==> src/ipsel_pkg.sv <==
package ipsel_pkg;
  localparam logic [7:0] IPSEL_PRIO_ADDR  = 8'hb8;
  localparam logic [7:0] IPSEL_PRIO_RESET = 8'hc0;
  localparam logic [7:0] IPSEL_USED_MASK  = 8'h3f;
  localparam logic [7:0] IPSEL_FILL_ONES  = 8'hc0;
  localparam int IPSEL_BIT_T2  = 5;
  localparam int IPSEL_BIT_S0  = 4;
  localparam int IPSEL_BIT_T1  = 3;
  localparam int IPSEL_BIT_X1  = 2;
  localparam int IPSEL_BIT_T0  = 1;
  localparam int IPSEL_BIT_X0  = 0;
  localparam int IPSEL_NSRC    = 6;

  typedef struct packed {
    logic       wr;
    logic       rd;
    logic [7:0] addr;
    logic [7:0] wdata;
  } ipsel_sfr_req_s;

  typedef struct packed {
    logic [5:0] hi;
    logic [5:0] lo;
  } ipsel_prio_req_s;
endpackage

==> src/ipsel_top.sv <==
`timescale 1ns/1ps
`default_nettype none
module ipsel_top (
  input  wire logic                     i_core_clk,
  input  wire logic                     i_sys_rst,
  input  wire ipsel_pkg::ipsel_sfr_req_s i_sfr,
  input  wire logic [5:0]               i_irq_pend,
  output logic      [7:0]               o_sfr_rdata,
  output logic                          o_sfr_hit,
  output logic                          o_timer2_priority_bit,
  output logic                          o_serial0_priority_bit,
  output logic                          o_timer1_priority_bit,
  output logic                          o_ext_irq1_priority_bit,
  output logic                          o_timer0_priority_bit,
  output logic                          o_ext_irq0_priority_bit,
  output ipsel_pkg::ipsel_prio_req_s    o_prio_req,
  output logic                          o_hi_pending
);
  import ipsel_pkg::*;

  logic [7:0] interrupt_priority_levels_q;
  logic       hit_w;
  logic       hit_q;

  function automatic logic addr_match(input logic [7:0] a);
    addr_match = (a == IPSEL_PRIO_ADDR);
  endfunction

  assign hit_w = addr_match(i_sfr.addr);

  // only the low six bits are stored; top bits forced to one
  always_ff @(posedge i_core_clk) begin
    if (i_sys_rst) begin
      interrupt_priority_levels_q <= IPSEL_PRIO_RESET;
    end else if (i_sfr.wr && hit_w) begin
      interrupt_priority_levels_q <= (i_sfr.wdata & IPSEL_USED_MASK) | IPSEL_FILL_ONES;
    end
  end

  always_ff @(posedge i_core_clk) begin
    if (i_sys_rst) begin
      o_sfr_rdata <= 8'h00;
      hit_q       <= 1'b0;
    end else begin
      hit_q <= i_sfr.rd && hit_w;
      if (i_sfr.rd && hit_w) begin
        o_sfr_rdata <= interrupt_priority_levels_q | IPSEL_FILL_ONES;
      end
    end
  end

  assign o_sfr_hit = hit_q;

  assign o_timer2_priority_bit   = interrupt_priority_levels_q[IPSEL_BIT_T2];
  assign o_serial0_priority_bit  = interrupt_priority_levels_q[IPSEL_BIT_S0];
  assign o_timer1_priority_bit   = interrupt_priority_levels_q[IPSEL_BIT_T1];
  assign o_ext_irq1_priority_bit = interrupt_priority_levels_q[IPSEL_BIT_X1];
  assign o_timer0_priority_bit   = interrupt_priority_levels_q[IPSEL_BIT_T0];
  assign o_ext_irq0_priority_bit = interrupt_priority_levels_q[IPSEL_BIT_X0];

  // combinational split so the core sees a level change in the same cycle
  always_comb begin
    o_prio_req.hi = i_irq_pend & interrupt_priority_levels_q[5:0];
    o_prio_req.lo = i_irq_pend & ~interrupt_priority_levels_q[5:0];
  end
  assign o_hi_pending = |o_prio_req.hi;

  // checker decode kept apart from addr_match so a broken decoder is caught
  logic ast_wr_sel;
  logic ast_rd_sel;

  assign ast_wr_sel = i_sfr.wr && (i_sfr.addr == IPSEL_PRIO_ADDR);
  assign ast_rd_sel = i_sfr.rd && (i_sfr.addr == IPSEL_PRIO_ADDR);

  AST_TOP_ONES: assert property (
    @(posedge i_core_clk) disable iff (i_sys_rst)
    interrupt_priority_levels_q[7:6] == 2'b11)
    else $error("top bits not one");

  AST_RD_ONES: assert property (
    @(posedge i_core_clk) disable iff (i_sys_rst)
    o_sfr_hit |-> o_sfr_rdata[7:6] == 2'b11)
    else $error("read top bits not one");

  AST_RESET_VAL: assert property (
    @(posedge i_core_clk) disable iff (i_sys_rst)
    $past(i_sys_rst) |-> (interrupt_priority_levels_q == IPSEL_PRIO_RESET) && !o_sfr_hit)
    else $error("register not at reset value after reset");

  AST_HIT_RD: assert property (
    @(posedge i_core_clk) disable iff (i_sys_rst)
    ast_rd_sel |=> o_sfr_hit)
    else $error("read of register gave no hit");

  AST_NO_HIT: assert property (
    @(posedge i_core_clk) disable iff (i_sys_rst)
    !ast_rd_sel |=> !o_sfr_hit)
    else $error("hit without a read of the register");

  AST_RD_STAND: assert property (
    @(posedge i_core_clk) disable iff (i_sys_rst)
    !ast_rd_sel |=> $stable(o_sfr_rdata))
    else $error("read data changed without a read");

  AST_RD_OLD: assert property (
    @(posedge i_core_clk) disable iff (i_sys_rst)
    (ast_wr_sel && ast_rd_sel) |=> o_sfr_rdata[5:0] == $past(interrupt_priority_levels_q[5:0]))
    else $error("read with write did not return old value");

  AST_WR_OTHER: assert property (
    @(posedge i_core_clk) disable iff (i_sys_rst)
    (i_sfr.wr && (i_sfr.addr != IPSEL_PRIO_ADDR)) |=> $stable(interrupt_priority_levels_q))
    else $error("write to other address changed register");

  AST_WR_T2: assert property (
    @(posedge i_core_clk) disable iff (i_sys_rst)
    ast_wr_sel |=> o_timer2_priority_bit == $past(i_sfr.wdata[IPSEL_BIT_T2]))
    else $error("timer2 bit not written");

  AST_WR_S0: assert property (
    @(posedge i_core_clk) disable iff (i_sys_rst)
    ast_wr_sel |=> o_serial0_priority_bit == $past(i_sfr.wdata[IPSEL_BIT_S0]))
    else $error("serial0 bit not written");

  AST_WR_T1: assert property (
    @(posedge i_core_clk) disable iff (i_sys_rst)
    ast_wr_sel |=> o_timer1_priority_bit == $past(i_sfr.wdata[IPSEL_BIT_T1]))
    else $error("timer1 bit not written");

  AST_WR_X1: assert property (
    @(posedge i_core_clk) disable iff (i_sys_rst)
    ast_wr_sel |=> o_ext_irq1_priority_bit == $past(i_sfr.wdata[IPSEL_BIT_X1]))
    else $error("ext1 bit not written");

  AST_WR_T0: assert property (
    @(posedge i_core_clk) disable iff (i_sys_rst)
    ast_wr_sel |=> o_timer0_priority_bit == $past(i_sfr.wdata[IPSEL_BIT_T0]))
    else $error("timer0 bit not written");

  AST_WR_X0: assert property (
    @(posedge i_core_clk) disable iff (i_sys_rst)
    ast_wr_sel |=> o_ext_irq0_priority_bit == $past(i_sfr.wdata[IPSEL_BIT_X0]))
    else $error("ext0 bit not written");

  AST_HOLD: assert property (
    @(posedge i_core_clk) disable iff (i_sys_rst)
    !ast_wr_sel |=> $stable(interrupt_priority_levels_q))
    else $error("register changed without write");

  AST_RD_T2: assert property (
    @(posedge i_core_clk) disable iff (i_sys_rst)
    ast_rd_sel |=> o_sfr_rdata[IPSEL_BIT_T2] == $past(o_timer2_priority_bit))
    else $error("timer2 bit not read back");

  AST_RD_S0: assert property (
    @(posedge i_core_clk) disable iff (i_sys_rst)
    ast_rd_sel |=> o_sfr_rdata[IPSEL_BIT_S0] == $past(o_serial0_priority_bit))
    else $error("serial0 bit not read back");

  AST_RD_T1: assert property (
    @(posedge i_core_clk) disable iff (i_sys_rst)
    ast_rd_sel |=> o_sfr_rdata[IPSEL_BIT_T1] == $past(o_timer1_priority_bit))
    else $error("timer1 bit not read back");

  AST_RD_X1: assert property (
    @(posedge i_core_clk) disable iff (i_sys_rst)
    ast_rd_sel |=> o_sfr_rdata[IPSEL_BIT_X1] == $past(o_ext_irq1_priority_bit))
    else $error("ext1 bit not read back");

  AST_RD_T0: assert property (
    @(posedge i_core_clk) disable iff (i_sys_rst)
    ast_rd_sel |=> o_sfr_rdata[IPSEL_BIT_T0] == $past(o_timer0_priority_bit))
    else $error("timer0 bit not read back");

  AST_RD_X0: assert property (
    @(posedge i_core_clk) disable iff (i_sys_rst)
    ast_rd_sel |=> o_sfr_rdata[IPSEL_BIT_X0] == $past(o_ext_irq0_priority_bit))
    else $error("ext0 bit not read back");

  AST_SPLIT: assert property (
    @(posedge i_core_clk) disable iff (i_sys_rst)
    ((o_prio_req.hi | o_prio_req.lo) == i_irq_pend)
    && ((o_prio_req.hi & o_prio_req.lo) == 6'h00)
    && (o_hi_pending == (o_prio_req.hi != 6'h00)))
    else $error("priority split wrong");

  AST_REQ_T2: assert property (
    @(posedge i_core_clk) disable iff (i_sys_rst)
    (o_prio_req.hi[IPSEL_BIT_T2] == (i_irq_pend[IPSEL_BIT_T2] && o_timer2_priority_bit))
    && (o_prio_req.lo[IPSEL_BIT_T2] == (i_irq_pend[IPSEL_BIT_T2] && !o_timer2_priority_bit)))
    else $error("timer2 request on wrong level");

  AST_REQ_S0: assert property (
    @(posedge i_core_clk) disable iff (i_sys_rst)
    (o_prio_req.hi[IPSEL_BIT_S0] == (i_irq_pend[IPSEL_BIT_S0] && o_serial0_priority_bit))
    && (o_prio_req.lo[IPSEL_BIT_S0] == (i_irq_pend[IPSEL_BIT_S0] && !o_serial0_priority_bit)))
    else $error("serial0 request on wrong level");

  AST_REQ_T1: assert property (
    @(posedge i_core_clk) disable iff (i_sys_rst)
    (o_prio_req.hi[IPSEL_BIT_T1] == (i_irq_pend[IPSEL_BIT_T1] && o_timer1_priority_bit))
    && (o_prio_req.lo[IPSEL_BIT_T1] == (i_irq_pend[IPSEL_BIT_T1] && !o_timer1_priority_bit)))
    else $error("timer1 request on wrong level");

  AST_REQ_X1: assert property (
    @(posedge i_core_clk) disable iff (i_sys_rst)
    (o_prio_req.hi[IPSEL_BIT_X1] == (i_irq_pend[IPSEL_BIT_X1] && o_ext_irq1_priority_bit))
    && (o_prio_req.lo[IPSEL_BIT_X1] == (i_irq_pend[IPSEL_BIT_X1] && !o_ext_irq1_priority_bit)))
    else $error("ext1 request on wrong level");

  AST_REQ_T0: assert property (
    @(posedge i_core_clk) disable iff (i_sys_rst)
    (o_prio_req.hi[IPSEL_BIT_T0] == (i_irq_pend[IPSEL_BIT_T0] && o_timer0_priority_bit))
    && (o_prio_req.lo[IPSEL_BIT_T0] == (i_irq_pend[IPSEL_BIT_T0] && !o_timer0_priority_bit)))
    else $error("timer0 request on wrong level");

  AST_REQ_X0: assert property (
    @(posedge i_core_clk) disable iff (i_sys_rst)
    (o_prio_req.hi[IPSEL_BIT_X0] == (i_irq_pend[IPSEL_BIT_X0] && o_ext_irq0_priority_bit))
    && (o_prio_req.lo[IPSEL_BIT_X0] == (i_irq_pend[IPSEL_BIT_X0] && !o_ext_irq0_priority_bit)))
    else $error("ext0 request on wrong level");
endmodule
`default_nettype wire

==> config.mk <==
export PLATFORM = sky130hd
export DESIGN_NAME = ipsel_top
export DESIGN_NICKNAME = d
export VERILOG_FILES = /design/src/ipsel_pkg.sv /design/src/ipsel_top.sv
export SDC_FILE = /design/constraint.sdc
export NUM_CORES = 1
export LEC_CHECK = 0
export ABC_AREA = 0
export BUFFER_PORTS_ARGS = -buffer_cell sky130_fd_sc_hd__clkbuf_2
export CORE_ASPECT_RATIO = 0.7
export CORE_MARGIN = 2
export CORE_UTILIZATION = 38
export DETAILED_ROUTE_END_ITERATION = 12
export PLACE_DENSITY_LB_ADDON = 0.2
export SYNTH_ARGS = -nofsm -noshare
export SYNTH_HDL_FRONTEND = slang
export SYNTH_SLANG_ARGS = --single-unit
export TNS_END_PERCENT = 5
==> constraint.sdc <==
create_clock -name i_core_clk -period 1.5 [get_ports i_core_clk]
set_input_delay 0.3 -clock i_core_clk [delete_from_list [all_inputs] [get_ports i_core_clk]]
set_output_delay 0.3 -clock i_core_clk [all_outputs]
set_load 0.1 [all_outputs]
==> results.md <==
* Critical Path Start Type: flop
* Synth top area cells: dfxtp_1, mux2i_1, nand2b_1
* Synth warn at 0
* Commonest non-fill, non-tap cells in the layout: clkbuf_2, buf_4, nand2b_1, buf_12, mux2i_1
* Standard-cell rows at 13
* Nets@finish at 162
* RSZ-0062 raised after global routing: true
* Max-slew headroom at 0.641
* Commonest non-fill, non-tap cell in the layout: clkbuf_2
* Worst slew pin tran at 0.541 ns
* Initial core utilization at 0.392
* Worst r2r src: interrupt_priority_levels_q[4]
* Buffers and inverters on the worst path at 1
* Layout cell share with drive strength beyond 1 at 0.659
* First-pass GRT wire length at 3.06 mm
* Worst vdd ir at 0.000515 V
* Pwr Total at 0.754 mW
* Clk sinks at 14
* Routed wirelength normalized by instance count at 12.6 µm
* Final Hold Fails at 0
* Synth-to-layout area growth at 93.6%
* Yosys reg bits at 14
* Setup violations, final at 1
* FF-to-FF path depth at 3
* Final Wtd Congestion at 0.700
* Total inserted antenna cells at 0
* CTS H-tree lvls at 1
* Synth Cell Area at 708 µm²
* Critical Path Sink: o_hi_pending
* Initial DRC count at 11
* Final ANT Viol Nets at 0
* Syn nets at 97
* Final Core Density at 0.760
* PnR worst setup slack at -0.434 ns
* CTS root buf: clkbuf_4
* Number of top-level pins at 54
* Distinct cell type count after synthesis at 19
* TritonCTS buffer count at 3
* Clock slew at reported path FFs at 0.09 ns
* Chip width at 55.6 µm
* GRT overflow at 0
* Number of setup buffers added after CTS at 0
* Pwr/cell area at 550 nW/µm²
* Async SR Flop Fraction at 0
* Hold Buf Count CTS at 0
* Top delay family on crit path: simple AND/OR/NAND/NOR gates
* Post-synth top area cell: dfxtp_1
* Crit-path max FO at 2
* Post-synth top area share at 0.396
* Vias post-DR at 730
* R2R setup slack at 0.57 ns
* Tot GR Track Use at 0.189
* Setup WS pre-CTS at -0.228 ns
* CP Depth at 4
* Setup crit end kind: primary output
* PortBufs at 51
* Drt first pass iters at 4
* Core Box Area at 1810 µm²
* Fmax at 0.517 GHz
* Initial antenna violation count at 0
* Post-synth EDFFs at 0
* Hold Path Class: input port to flop
* Leak pwr at 0.672 nW
* WP data required at 1.20 ns
* Failing checks: negative setup slack
* DIE AREA at 2230 µm²
* Sequential fraction of the synthesis area at 0.396
* Max Cap Viol at 0
* Slowest CP cell: or4_4
* Primary FF master, synth: dfxtp_1
* Syn_area_per_cell at 9.97 µm²
* Fillcell total at 133
* HPWL Detailed at 1.71 mm
* Crit Path Category: flop to primary output
* Run status: complete, but fails checks
* Synth Instances at 71
* Die Height at 40.1 µm
* WL final at 1.98 mm
* Clock latency on the worst-skew pair at 0.27 ns
* Vias per cell at 4.65
* Fin. max-slew vios at 0
* Tcrit/Tclk final at 1.29
* Clock Skew at 0.00153 ns
* Critical path origin: interrupt_priority_levels_q[3]
* Arr. time, crit path at 1.63 ns
* Slowest stage delay, CP at 0.49 ns
* Clock Tree Buf Depth at 2
* Vias in the first global route at 675
* Crit-path cells: and2_4, or2_1, or4_4, buf_12
* Min cycle time layout at 1.93 ns
* CTS tree: built
* Largest net degree at the start of global routing at 21
* DR DRC count at 0
* FF-to-FF End: o_sfr_rdata[4]
* Post-CTS Resized at 0
==> logic make-up after synthesis <==
family,Yosys count,share of synthesized area
AND/OR/NAND/NOR,39,0.390
flip-flops,14,0.396
multiplexers,12,0.170
buffers and inverters,5,0.0371
AO/OA/AOI/OAI,1,0.00706
==> worst register-to-register path, stage by stage (launching register included) <==
cell and delay, ns:
dfxtp_2 0.33, buf_4 0.12, or2b_1 0.24, mux2i_1 0.16
==> through the flow <==
step                TNS, ns  cells  instance area [µm²]  hold slack, ns
floorplan             -1.45     71                  752           0.445
global placement     -0.227    153                 1350           0.446
detailed placement   -0.228    153                 1350           0.460
CTS                  -0.435    157                 1370           0.258
global route         -0.472    157                 1370           0.258
finish               -0.434    157                 1370           0.261
==> cells in the mapped netlist, types with 2 or more instances <==
library cell,number
mux2i_1,12
or2b_1,3
and2_4,2
nand2b_1,15
and2_1,4
and3_1,2
buf_4,2
dfxtp_1,14
nor2b_1,6
clkbuf_1,2
==> area by class of cell <==
type | instances | area, µm² | share of cell area
Tap cell | 22 | 27.5 | 0.0201
Multi-Input combinational cell | 52 | 433 | 0.316
Timing Repair Buffer | 64 | 588 | 0.429
Inverter | 1 | 3.75 | 0.00274
Clock inverter | 1 | 3.75 | 0.00274
Clock buffer | 3 | 22.5 | 0.0164
Sequential cell | 14 | 293 | 0.214
==> sequential cells by signal (all words and copies together), names as in the netlist <==
name and count:
interrupt_priority_levels_q 6, o_sfr_hit 1, o_sfr_rdata 7
==> power breakdown <==
part           total (mW)  internal (mW)  leakage, nW  switching [mW]
sequential          0.368          0.368        0.116        0.000157
combinational       0.170         0.0721        0.540          0.0981
clock               0.216         0.0962       0.0154           0.120
==> how the worst min path moves through the flow <==
stage                                     endpoint  cells after the start      startpoint  slack, ns
floorplan           interrupt_priority_levels_q[2]                      2        i_sfr[2]       0.44
global placement                    o_sfr_rdata[6]                      2  o_sfr_rdata[6]       0.45
detailed placement                  o_sfr_rdata[6]                      2  o_sfr_rdata[6]       0.46
CTS                 interrupt_priority_levels_q[2]                      3        i_sfr[2]       0.26
global route        interrupt_priority_levels_q[2]                      3        i_sfr[2]       0.26
finish              interrupt_priority_levels_q[2]                      3        i_sfr[2]       0.26
==> repair_timing <==
item,in CTS,in global routing
gates cloned,0,0
pin swaps,1,1
setup endpoints to repair,1,1
==> per-layer routing <==
layer	track usage	share of wire	routed length, µm
met1	0.196	0.40	795
met2	0.381	0.52	1040
met3	0.0484	0.067	133
met4	0.0854	0.0071	14
met5	0	0	0
Power figures use the tool's default switching activity.
